--- config.mk ---
export PLATFORM = sky130hd
export DESIGN_NAME = bts_top
export DESIGN_NICKNAME = d
export VERILOG_FILES = /design/src/design/bts_pkg.sv /design/src/design/bts_top.sv /design/src/design/bts_bp_detect.sv /design/src/design/bts_record.sv
export SDC_FILE = /design/constraint.sdc
export NUM_CORES = 1
export LEC_CHECK = 0
export ABC_AREA = 1
export BUFFER_PORTS_ARGS = -buffer_cell sky130_fd_sc_hd__buf_2
export CORE_MARGIN = 5
export CORE_UTILIZATION = 55
export CTS_CLUSTER_DIAMETER = 60
export DETAILED_ROUTE_END_ITERATION = 7
export PLACE_DENSITY_LB_ADDON = 0.15
export SYNTH_ARGS = -nofsm -noshare
export SYNTH_HDL_FRONTEND = slang
export SYNTH_SLANG_ARGS = --single-unit
export TNS_END_PERCENT = 30
--- constraint.sdc ---
create_clock -name ref_clk -period 3.3 [get_ports ref_clk]
set_input_delay 0.33 -clock ref_clk [delete_from_list [all_inputs] [get_ports ref_clk]]
set_output_delay 0.33 -clock ref_clk [all_outputs]
set_load 0.02 [all_outputs]
--- src/design/bts_pkg.sv ---
/*
 * bts_pkg: constants and types shared by the branch trace / debug step block.
 * Assumes a 32-bit Avalon-MM register port with byte addresses and 64-bit
 * segment offsets on the retirement interface.
 */
package bts_pkg;

	localparam int OFS_W = 64;
	localparam int ADDR_W = 6;
	localparam int DATA_W = 32;

	// register byte addresses
	localparam logic [5:0] ADDR_CTRL = 6'h00;
	localparam logic [5:0] ADDR_FLAGS = 6'h04;
	localparam logic [5:0] ADDR_STATUS = 6'h08;
	localparam logic [5:0] ADDR_BSRC_LO = 6'h10;
	localparam logic [5:0] ADDR_BSRC_HI = 6'h14;
	localparam logic [5:0] ADDR_BTGT_LO = 6'h18;
	localparam logic [5:0] ADDR_BTGT_HI = 6'h1c;
	localparam logic [5:0] ADDR_ESRC_LO = 6'h20;
	localparam logic [5:0] ADDR_ESRC_HI = 6'h24;
	localparam logic [5:0] ADDR_ETGT_LO = 6'h28;
	localparam logic [5:0] ADDR_ETGT_HI = 6'h2c;

	// field positions
	localparam int CTRL_RECORD_BIT = 0;
	localparam int CTRL_BSTEP_BIT = 1;
	localparam int FLAGS_TRAP_BIT = 0;
	localparam int STATUS_SS_BIT = 0;

	// reset values
	localparam logic RECORD_RST = 1'b0;
	localparam logic BSTEP_RST = 1'b0;
	localparam logic TRAP_RST = 1'b0;
	localparam logic SS_STATUS_RST = 1'b0;
	localparam logic [63:0] OFS_RST = 64'h0;

	// breakpoint instruction encodings
	localparam logic [7:0] BP_OPCODE = 8'hcc;
	localparam logic [7:0] SWINT_OPCODE = 8'hcd;
	localparam logic [7:0] BP_VECTOR = 8'h03;
	localparam logic [1:0] BP_LEN_SHORT = 2'h1;
	localparam logic [1:0] BP_LEN_LONG = 2'h2;

	typedef enum logic {
		BTS_XFER_BRANCH,
		BTS_XFER_INTR
	} bts_xfer_class_e;

	typedef enum logic [1:0] {
		BTS_EXC_NORMAL,
		BTS_EXC_DEBUG,
		BTS_EXC_MCHECK,
		BTS_EXC_EMUBREAK
	} bts_exc_kind_e;

	typedef enum logic {
		BTS_BUS_IDLE,
		BTS_BUS_ACK
	} bts_bus_state_e;

endpackage

--- src/design/bts_top.sv ---
/*
 * bts_top: branch trace and debug step logic of one core: breakpoint
 * opcode detection, last-transfer recording, branch-only and per-instruction
 * single stepping, and an Avalon-MM register slave for debugger software.
 * Assumes the retirement and decode inputs come from core logic on ref_clk.
 */
// Contract
// - breakpoint opcode and software interrupt 3 both trap to breakpoint handler.
// - jumps, calls, returns, branches, loops, interrupts, exceptions, system calls count.
// - with record enable set, every control transfer except a debug exception updates the recording registers.
// - branch records its own offset as source and first next instruction as target.
// - interrupt or exception records interrupted offset and handler offset.
// - most interrupts and exceptions copy the branch pair into the exception pair.
// - debug, machine check and emulator break leave the exception pair alone.
// - a debug exception clears record enable.
// - a debug exception leaves all recording registers unchanged.
// - recorded values are segment offsets, not linear addresses.
// - branch-only stepping needs branch step enable and trap flag both set.
// - branch-only stepping raises a debug exception on each branch, interrupt, exception.
// - trap flag alone raises a debug exception after every instruction.
// - a debug exception clears branch step enable and trap flag.
// - a step-caused debug exception sets the single-step status flag.
`timescale 1ns/100ps
`default_nettype none
module bts_top (
	input wire logic ref_clk,
	input wire logic reset,
	input wire logic [5:0] avs_address,
	input wire logic avs_read,
	input wire logic avs_write,
	input wire logic [31:0] avs_writedata,
	input wire logic [3:0] avs_byteenable,
	output logic [31:0] avs_readdata,
	output logic avs_waitrequest,
	input wire logic retire_valid,
	input wire logic xfer_valid,
	input wire bts_pkg::bts_xfer_class_e xfer_class,
	input wire bts_pkg::bts_exc_kind_e xfer_exc_kind,
	input wire logic [63:0] xfer_source,
	input wire logic [63:0] xfer_target,
	input wire logic trap_flag_load,
	input wire logic trap_flag_value,
	input wire logic debug_taken,
	input wire logic decode_valid,
	input wire logic [7:0] decode_byte0,
	input wire logic [7:0] decode_byte1,
	output logic debug_exception,
	output logic breakpoint_exception,
	output logic [1:0] breakpoint_length,
	output logic trap_step_flag,
	output logic record_branches_enable
);

	bts_pkg::bts_bus_state_e state_reg, state_next;
	logic waitreq_reg, waitreq_next;
	logic [31:0] rdata_reg, rdata_next;
	logic [31:0] read_value;
	logic record_reg, record_next;
	logic bstep_reg, bstep_next;
	logic trap_reg, trap_next;
	logic ss_reg, ss_next;
	logic dbg_reg, dbg_next;
	logic wr_go;
	logic step_hit;
	logic debug_event;
	logic [63:0] bsrc, btgt, esrc, etgt;

	bts_bp_detect u_bp (
		.ref_clk(ref_clk),
		.reset(reset),
		.decode_valid(decode_valid),
		.decode_byte0(decode_byte0),
		.decode_byte1(decode_byte1),
		.breakpoint_exception(breakpoint_exception),
		.breakpoint_length(breakpoint_length)
	);

	// the core reports every kind of control transfer on xfer_valid
	bts_record u_rec (
		.ref_clk(ref_clk),
		.reset(reset),
		.record_enable(record_reg),
		.xfer_valid(xfer_valid),
		.xfer_class(xfer_class),
		.xfer_exc_kind(xfer_exc_kind),
		.xfer_source(xfer_source),
		.xfer_target(xfer_target),
		.branch_source_offset(bsrc),
		.branch_target_offset(btgt),
		.exception_source_offset(esrc),
		.exception_target_offset(etgt)
	);

	// bus: request seen in idle, answered one cycle later with waitrequest low
	always_comb
	begin
		state_next = state_reg;
		rdata_next = rdata_reg;
		case (state_reg)
			bts_pkg::BTS_BUS_IDLE:
			begin
				if (avs_read || avs_write)
				begin
					state_next = bts_pkg::BTS_BUS_ACK;
					rdata_next = avs_read ? read_value : 32'h0;
				end
			end
			bts_pkg::BTS_BUS_ACK:
			begin
				state_next = bts_pkg::BTS_BUS_IDLE;
			end
			default:
			begin
				state_next = bts_pkg::BTS_BUS_IDLE;
			end
		endcase
		waitreq_next = (state_next != bts_pkg::BTS_BUS_ACK);
	end

	// unmapped addresses read as zero and ignore writes
	always_comb
	begin
		read_value = 32'h0;
		if (avs_address == bts_pkg::ADDR_CTRL)
		begin
			read_value[bts_pkg::CTRL_RECORD_BIT] = record_reg;
			read_value[bts_pkg::CTRL_BSTEP_BIT] = bstep_reg;
		end
		else if (avs_address == bts_pkg::ADDR_FLAGS)
			read_value[bts_pkg::FLAGS_TRAP_BIT] = trap_reg;
		else if (avs_address == bts_pkg::ADDR_STATUS)
			read_value[bts_pkg::STATUS_SS_BIT] = ss_reg;
		else if (avs_address == bts_pkg::ADDR_BSRC_LO)
			read_value = bsrc[31:0];
		else if (avs_address == bts_pkg::ADDR_BSRC_HI)
			read_value = bsrc[63:32];
		else if (avs_address == bts_pkg::ADDR_BTGT_LO)
			read_value = btgt[31:0];
		else if (avs_address == bts_pkg::ADDR_BTGT_HI)
			read_value = btgt[63:32];
		else if (avs_address == bts_pkg::ADDR_ESRC_LO)
			read_value = esrc[31:0];
		else if (avs_address == bts_pkg::ADDR_ESRC_HI)
			read_value = esrc[63:32];
		else if (avs_address == bts_pkg::ADDR_ETGT_LO)
			read_value = etgt[31:0];
		else if (avs_address == bts_pkg::ADDR_ETGT_HI)
			read_value = etgt[63:32];
	end

	// writes land on the edge where the master sees waitrequest low
	assign wr_go = avs_write && state_reg == bts_pkg::BTS_BUS_ACK && avs_byteenable[0];

	// in branch-only stepping a debug exception entry itself is never stepped again; trap flag alone steps on any retire_valid
	always_comb
	begin
		step_hit = 1'b0;
		if (trap_reg && bstep_reg)
			step_hit = xfer_valid && xfer_exc_kind != bts_pkg::BTS_EXC_DEBUG;
		else if (trap_reg)
			step_hit = retire_valid;
	end

	assign debug_event = step_hit || debug_taken;

	// control state: software writes, then debug entry clears; the clear
	// wins so the handler never starts with stepping or recording live
	always_comb
	begin
		record_next = record_reg;
		bstep_next = bstep_reg;
		trap_next = trap_reg;
		ss_next = ss_reg;
		dbg_next = step_hit;
		if (wr_go && avs_address == bts_pkg::ADDR_CTRL)
		begin
			record_next = avs_writedata[bts_pkg::CTRL_RECORD_BIT];
			bstep_next = avs_writedata[bts_pkg::CTRL_BSTEP_BIT];
		end
		if (wr_go && avs_address == bts_pkg::ADDR_FLAGS)
			trap_next = avs_writedata[bts_pkg::FLAGS_TRAP_BIT];
		else if (trap_flag_load)
			trap_next = trap_flag_value;
		if (wr_go && avs_address == bts_pkg::ADDR_STATUS
			&& avs_writedata[bts_pkg::STATUS_SS_BIT])
			ss_next = 1'b0;
		if (debug_event)
		begin
			record_next = 1'b0;
			bstep_next = 1'b0;
			trap_next = 1'b0;
		end
		// set wins over a same-cycle clear
		if (step_hit)
			ss_next = 1'b1;
	end

	always_ff @(posedge ref_clk)
	begin
		if (reset)
		begin
			state_reg <= bts_pkg::BTS_BUS_IDLE;
			waitreq_reg <= 1'b1;
			rdata_reg <= 32'h0;
			record_reg <= bts_pkg::RECORD_RST;
			bstep_reg <= bts_pkg::BSTEP_RST;
			trap_reg <= bts_pkg::TRAP_RST;
			ss_reg <= bts_pkg::SS_STATUS_RST;
			dbg_reg <= 1'b0;
		end
		else
		begin
			state_reg <= state_next;
			waitreq_reg <= waitreq_next;
			rdata_reg <= rdata_next;
			record_reg <= record_next;
			bstep_reg <= bstep_next;
			trap_reg <= trap_next;
			ss_reg <= ss_next;
			dbg_reg <= dbg_next;
		end
	end

	assign avs_readdata = rdata_reg;
	assign avs_waitrequest = waitreq_reg;
	assign debug_exception = dbg_reg;
	assign trap_step_flag = trap_reg;
	assign record_branches_enable = record_reg;

endmodule
`default_nettype wire

--- src/design/bts_bp_detect.sv ---
/*
 * bts_bp_detect: spots the one-byte breakpoint opcode and the two-byte
 * software interrupt with vector 3 at decode and requests a breakpoint trap.
 * Assumes decode bytes come from logic on ref_clk.
 */
`timescale 1ns/100ps
`default_nettype none
module bts_bp_detect (
	input wire logic ref_clk,
	input wire logic reset,
	input wire logic decode_valid,
	input wire logic [7:0] decode_byte0,
	input wire logic [7:0] decode_byte1,
	output logic breakpoint_exception,
	output logic [1:0] breakpoint_length
);

	logic bp_reg;
	logic bp_next;
	logic [1:0] len_reg;
	logic [1:0] len_next;

	// both forms go to the breakpoint handler, never the debug handler;
	// the length lets the core push the right return offset
	always_comb
	begin
		bp_next = 1'b0;
		len_next = len_reg;
		if (decode_valid && decode_byte0 == bts_pkg::BP_OPCODE)
		begin
			bp_next = 1'b1;
			len_next = bts_pkg::BP_LEN_SHORT;
		end
		else if (decode_valid && decode_byte0 == bts_pkg::SWINT_OPCODE
			&& decode_byte1 == bts_pkg::BP_VECTOR)
		begin
			bp_next = 1'b1;
			len_next = bts_pkg::BP_LEN_LONG;
		end
	end

	always_ff @(posedge ref_clk)
	begin
		if (reset)
		begin
			bp_reg <= 1'b0;
			len_reg <= 2'h0;
		end
		else
		begin
			bp_reg <= bp_next;
			len_reg <= len_next;
		end
	end

	assign breakpoint_exception = bp_reg;
	assign breakpoint_length = len_reg;

endmodule
`default_nettype wire

--- src/design/bts_record.sv ---
/*
 * bts_record: last control transfer and last exception source/target
 * offsets. Assumes one retired transfer per cycle at most, presented in
 * program order by the core.
 */
`timescale 1ns/100ps
`default_nettype none
module bts_record (
	input wire logic ref_clk,
	input wire logic reset,
	input wire logic record_enable,
	input wire logic xfer_valid,
	input wire bts_pkg::bts_xfer_class_e xfer_class,
	input wire bts_pkg::bts_exc_kind_e xfer_exc_kind,
	input wire logic [63:0] xfer_source,
	input wire logic [63:0] xfer_target,
	output logic [63:0] branch_source_offset,
	output logic [63:0] branch_target_offset,
	output logic [63:0] exception_source_offset,
	output logic [63:0] exception_target_offset
);

	logic [63:0] bsrc_reg, bsrc_next;
	logic [63:0] btgt_reg, btgt_next;
	logic [63:0] esrc_reg, esrc_next;
	logic [63:0] etgt_reg, etgt_next;
	logic take;

	// only retired transfers arrive here, so the pair is the newest one;
	// a debug exception leaves every recording register alone
	assign take = record_enable && xfer_valid
		&& xfer_exc_kind != bts_pkg::BTS_EXC_DEBUG;

	always_comb
	begin
		bsrc_next = bsrc_reg;
		btgt_next = btgt_reg;
		esrc_next = esrc_reg;
		etgt_next = etgt_reg;
		if (take)
		begin
			// offsets are stored as given, no segment base added
			bsrc_next = xfer_source;
			btgt_next = xfer_target;
			if (xfer_class == bts_pkg::BTS_XFER_INTR
				&& xfer_exc_kind == bts_pkg::BTS_EXC_NORMAL)
			begin
				esrc_next = xfer_source;
				etgt_next = xfer_target;
			end
		end
	end

	always_ff @(posedge ref_clk)
	begin
		if (reset)
		begin
			bsrc_reg <= bts_pkg::OFS_RST;
			btgt_reg <= bts_pkg::OFS_RST;
			esrc_reg <= bts_pkg::OFS_RST;
			etgt_reg <= bts_pkg::OFS_RST;
		end
		else
		begin
			bsrc_reg <= bsrc_next;
			btgt_reg <= btgt_next;
			esrc_reg <= esrc_next;
			etgt_reg <= etgt_next;
		end
	end

	assign branch_source_offset = bsrc_reg;
	assign branch_target_offset = btgt_reg;
	assign exception_source_offset = esrc_reg;
	assign exception_target_offset = etgt_reg;

endmodule
`default_nettype wire

==> impl_metrics.ini, run 1 <==
[status]
status = complete, no violations

[setup_path]
worstRegToRegCells = 7
path_max_fanout = 228
regToRegStartpoint = record_branches_enable
rr_endpoint = u_rec.exception_target_offset[41]
start_kind = input port
end_kind = flip-flop
cp_data_arrival_time_ns = 2.58
reg2reg_slack_ns = 1.20
cp.required_ns = 3.77
crit_type = input port to flip-flop
crit_end = u_rec.exception_source_offset[11]
setup.worst_path.start = reset

[synth]
synth_seq_area_share_pct = 49.08
yosysTopAreaCellShare_pct = 49.08
synth_fp_nets = 1892
yosys_register_bits = 298
syn_avg_cell_area_um2 = 7.180
ys.flop_type = dfxtp_1
synth.largest_area_cell = dfxtp_1
synthCells = 1693
synth_area_leaders = dfxtp_1, a21oi_1, nor2_1
ys_types = 30
async_flop_share_pct = 0
ys.warnings.count = 0
synth_area_um2 = 12160
synth_edf_count = 0

[clock_tree]
cts_setup_buffers = 0
cts_tree = done
cts_made_buffers = 31
htreeDepth = 1
cts_buffer_depth = 3
cts-root-buf = clkbuf_16
cts_sinks = 298
clk_pin_slew_ns = 0.06
ctsResizeCount = 0
clk_latency_ns = 0.54

[finish]
nFillCells = 2061
area_growth_pct = 16.99
multiInputGateArea_um2 = 5186
drive_gt1_share_pct = 16.21
regArea_um2 = 5966
postLayoutCellArea_um2 = 14220
nets = 2034

[global_routing]
antenna_found_initial = 2
grt_pass1_vias = 10630
grt_pass1_wl_um = 53790
grt_use_total_pct = 26.47
grt_max_degree = 229
grt_overflow = 0

[detailed_routing]
drcViolationCount = 0
first_pass_iters = 5
ant_nets = 0
first_iter_violations = 853
drt_wl_total_um = 34410
routed-via-count = 11470
post_drt_wl_per_cell_um = 16.10
vias_per_cell = 5.366

[timing]
min_period_ns = 2.110
rsz0062_at_grt = no
setup_viol = 0
fin_skew_ns = 0.007893
fmax_mhz = 473.9
slew_headroom_pct = 29.62
tightest_slew_ns = 1.056
timing.setup.tns_ns = 0
hold_viol = 0
slew_violations = 0
finalCritPeriodShare_pct = 63.95

[floorplanning]
dieWidth_um = 158.7
die-area_um2 = 25170
num_io_pins = 238
initial_core_util_pct = 55.70
chipHeight_um = 158.7
coreArea_um2 = 21820
num_rows = 54

[min_path]
min_from = xfer_target[0]
hp-class = input port to flip-flop

[placement]
gp_congestion = 0.8076
dpl_cell_area_um2 = 13250
dp_hpwl_um = 20820
port_buffers = 204

[flow_run]
drv_cap = 0

[power]
leakage_uw = 0.005803
p_per_area_nw_per_um2 = 507.6
vdd_drop_max_v = 0.0003904
cells by family (layout without fill, tap and decap cells):
logic type / count (synthesis) / in the layout / synth area share (%)
buffers and inverters: 259 / 423 / 8.708
other: 0 / 1 / 0
AOI/OAI and AO/OA: 489 / 489 / 20.93
DFF: 298 / 298 / 49.08
muxes: 1 / 1 / 0.09263
and+or+nand+nor: 646 / 646 / 21.19
per-stage QoR:
step | util, % | power (uW) | cells | hold WS, ns | worst slack (ns)
2_1_floorplan | - | 3827 | 1693 | 0.4294 | 1.799
3_3_place_gp | 60.71 | 4011 | 2081 | 0.4334 | 0.9834
3_5_place_dp | 60.71 | 4013 | 2081 | 0.4339 | 0.9728
4_1_cts | 65.15 | 7260 | 2137 | 0.003764 | 1.216
5_1_grt | 65.15 | 7471 | 2137 | 0.006010 | 1.025
6_report | 65.16 | 7219 | 2138 | 0.02040 | 1.190
critical path, stage by stage:
cell and delay, ns:
dlygate4sd3_1 0.54, buf_2 0.14, buf_4 0.31, inv_4 0.12, buf_12 0.53, o21ai_0 0.32
a21oi_1 0.18
layout by cell type, fill, tap and decap left out, drive strengths merged:
cell type / count
dfxtp: 298
o211ai: 2
mux2: 1
nor3: 4
nand3: 16
diode: 1
nand3b: 1
clkinv: 9
nand2: 293
inv: 143
dlygate4sd3: 1
nand4: 30
o221ai: 21
nor4: 1
a31o: 1
o31ai: 2
clkinvlp: 1
a21oi: 226
nor2: 301
clkbuf: 46
buf: 223
o21ai: 237
layout make-up:
class	instances	area share [%]
diodes	1	0.01760
clock buffers	46	6.414
clock inverters	9	0.3343
inverters	144	3.836
multi-input cells	1136	36.47
flip-flops and latches	298	41.95
well taps	280	2.463
repair buffers	224	8.517
power breakdown:
group | internal, uW | switching, uW | total, uW
clock network | 1890 | 1390 | 3280
logic | 123 | 212 | 334
registers | 3600 | 2.21 | 3600
how the worst min path moves through the flow:
stage / to / cells after the start
finish: u_rec.branch_target_offset[0] / 3
detailed placement: avs_readdata[23] / 2
floorplan: u_rec.exception_target_offset[10] / 2
CTS: u_rec.branch_target_offset[0] / 3
global placement: avs_readdata[11] / 2
global route: u_rec.branch_target_offset[0] / 3
layer usage:
metal | routed length [um] | share of wire, % | global-route usage, % | vias to the layer above
li1 | - | - | - | 5786
met1 | 14740 | 43 | 34.80 | 5275
met2 | 16520 | 48 | 45.38 | 349
met3 | 2281 | 6.6 | 4.023 | 59
met4 | 850 | 2.5 | 7.474 | 4
met5 | 21 | 0.061 | 0 | -
cells in the mapped netlist, types with 4 or more instances:
library cell,number
nand3_1,15
inv_2,10
a21oi_1,226
nor2_2,4
o221ai_1,21
nor2_1,294
o21ai_0,210
nand4_1,30
inv_1,133
dfxtp_1,298
clkbuf_1,60
o21ai_1,26
buf_2,50
nand2_1,292
repair_timing:
action / in CTS / in global routing
setup endpoints to repair: 0 / 0
hold endpoints to repair: 1 / 0
hold buffers: 1 / 0
(Power assumes the default switching activity.)
==> run 2, diff against run 1 <==
--- a/config.mk
+++ b/config.mk
@@ -8,7 +8,7 @@
 export ABC_AREA = 1
 export BUFFER_PORTS_ARGS = -buffer_cell sky130_fd_sc_hd__buf_2
 export CORE_MARGIN = 5
-export CORE_UTILIZATION = 55
+export CORE_UTILIZATION = 50
 export CTS_CLUSTER_DIAMETER = 60
 export DETAILED_ROUTE_END_ITERATION = 7
 export PLACE_DENSITY_LB_ADDON = 0.15
==> constraint.sdc (replaced) <==
create_clock -name ref_clk -period 1.8 [get_ports ref_clk]
set_input_delay 0.18 -clock ref_clk [delete_from_list [all_inputs] [get_ports ref_clk]]
set_output_delay 0.18 -clock ref_clk [all_outputs]
set_load 0.02 [all_outputs]
==> run 2 against run 1 <==
  * Critical endpoint is now trap_step_flag
  * Critical path depth unchanged
  * Register-to-register slack worse by 0.97 ns
  * First-iteration DRC count down 7.6%
  * Sequential power up 84%
==> impl_metrics.ini, run 2 (synthesis gave the netlist of run 1 again) <==
[timing]
fmax_mhz = 635.1
timing.setup.tns_ns = 0
fin_skew_ns = 0.01452
slew_headroom_pct = 64.79
setup_viol = 0
slew_violations = 0
finalWorstSetupSlack_ns = 0.2255
hold_viol = 0
finalCritPeriodShare_pct = 87.47
min_period_ns = 1.575
tightest_slew_ns = 0.5234
rsz0062_at_grt = no

[global_routing]
grt_max_degree = 96
grt_pass1_vias = 11890
grt_overflow = 0
grt_pass1_wl_um = 60260
grt_use_total_pct = 26.04
antenna_found_initial = 1

[setup_path]
cp_data_arrival_time_ns = 2.06
regToRegStartpoint = bstep_reg
start_kind = flip-flop
path_max_fanout = 4
setup.worst_path.start = bstep_reg
end_kind = flip-flop
crit_type = flip-flop to flip-flop
cp.required_ns = 2.28

[power]
combPwrFrac_pct = 6.4
vdd_drop_max_v = 0.0006470
p_seq_share_pct = 47.4
clockPowerShare_pct = 46.1
p_per_area_nw_per_um2 = 863.7
power.internal_uw = 10900
netSwitchingPower_uw = 3024
leakage_uw = 0.006588
finalPower_uw = 13930
p_sw_share_pct = 21.71

[floorplanning]
num_rows = 57
dieWidth_um = 165.9
num_io_pins = 238
coreArea_um2 = 24110
initial_core_util_pct = 50.43
chipHeight_um = 165.9
die-area_um2 = 27530

[clock_tree]
htreeDepth = 1
clk_pin_slew_ns = 0.06
cts_buffer_depth = 3
cts_tree = done
cts_setup_buffers = 0
cts_sinks = 298
cts_made_buffers = 31
clk_latency_ns = 0.55
cts-root-buf = clkbuf_16

[detailed_routing]
first_pass_iters = 5
vias_per_cell = 5.224
ant_nets = 0
post_drt_wl_per_cell_um = 15.87
routed-via-count = 12200
drcViolationCount = 0
first_iter_violations = 788
drt_wl_total_um = 37060

[finish]
finish.utilization_pct = 66.90
mostFrequentLayoutCells = dfxtp_1, nor2_1, nand2_1
layout.cells.non_filler = 2335
area_growth_pct = 32.66
layout.cells.most_common = dfxtp_1
nets = 2191
drive_gt1_share_pct = 15.77

[flow_run]
drv_cap = 0

[placement]
port_buffers = 204
dp_hpwl_um = 22230
gp_congestion = 0.8370
dp_slack_ns = 0.1794
dp.cells = 2143

[min_path]
hp-class = input port to flip-flop
min_from = xfer_class

[status]
status = complete, no violations
[run 2: area by class of cell]
| class | count | area [um2] |
|---|---|---|
| Timing Repair Buffer | 381 | 3000 |
| Clock buffer | 43 | 890.9 |
| Multi-Input combinational cell | 1136 | 5186 |
| Sequential cell | 298 | 5966 |
| Inverter | 144 | 548.0 |
| Antenna cell | 1 | 2.502 |
| Fill cell | 2138 | 7980 |
| Tap cell | 324 | 405.4 |
| Clock inverter | 8 | 126.4 |
[run 2: per-layer routing]
layer	global-route usage [%]	up-vias	routed length, um
met3	3.999	68	2183
met2	47.07	380	18480
met5	0	-	0
met1	32.19	5641	15590
met4	7.425	0	796
li1	-	6109	-
[run 2: critical path, cell delays in order, from the launching register on]
cell and delay (ns):
dfxtp_1 0.39, nand2_1 0.07, nand2_1 0.08, nor2_1 0.04
nor3_1 0.18, inv_1 0.08, a21oi_1 0.11, dlygate4sd3_1 0.56
[run 2: power by group through the flow]
| stage | logic (uW) | registers, uW | clock network [uW] |
|---|---|---|---|
| 2_1_floorplan | 256 | 6760 | 0 |
| 3_3_place_gp | 645 | 6750 | 0 |
| 3_5_place_dp | 646 | 6750 | 0 |
| 4_1_cts | 884 | 6610 | 6530 |
| 5_1_grt | 975 | 6600 | 6840 |
| 6_report | 894 | 6610 | 6430 |
[run 2: path summary, 6_finish.rpt]
| path | endpoint | slack (ns) | cells after the start |
|---|---|---|---|
| worst min-delay path | u_rec.exception_target_offset[2] | 0.06 | 3 |
| worst max register to register | trap_step_flag | 0.23 | 7 |
| worst min register to register | avs_readdata[16] | 0.45 | 2 |
| worst max-delay path | trap_step_flag | 0.23 | 7 |
[run 2: stage by stage]
stage,hold WS [ns],area [um2]
2_1_floorplan,0.3149,12160
3_3_place_gp,0.4170,13700
3_5_place_dp,0.4233,13700
4_1_cts,0.03955,16120
5_1_grt,0.06546,16130
6_report,0.06348,16130
[run 2: repair_timing]
item                       4_1_cts  5_1_grt
setup endpoints to repair        0        0
hold endpoints to repair       266        0
resized for setup                0        0
hold buffers                   140        0
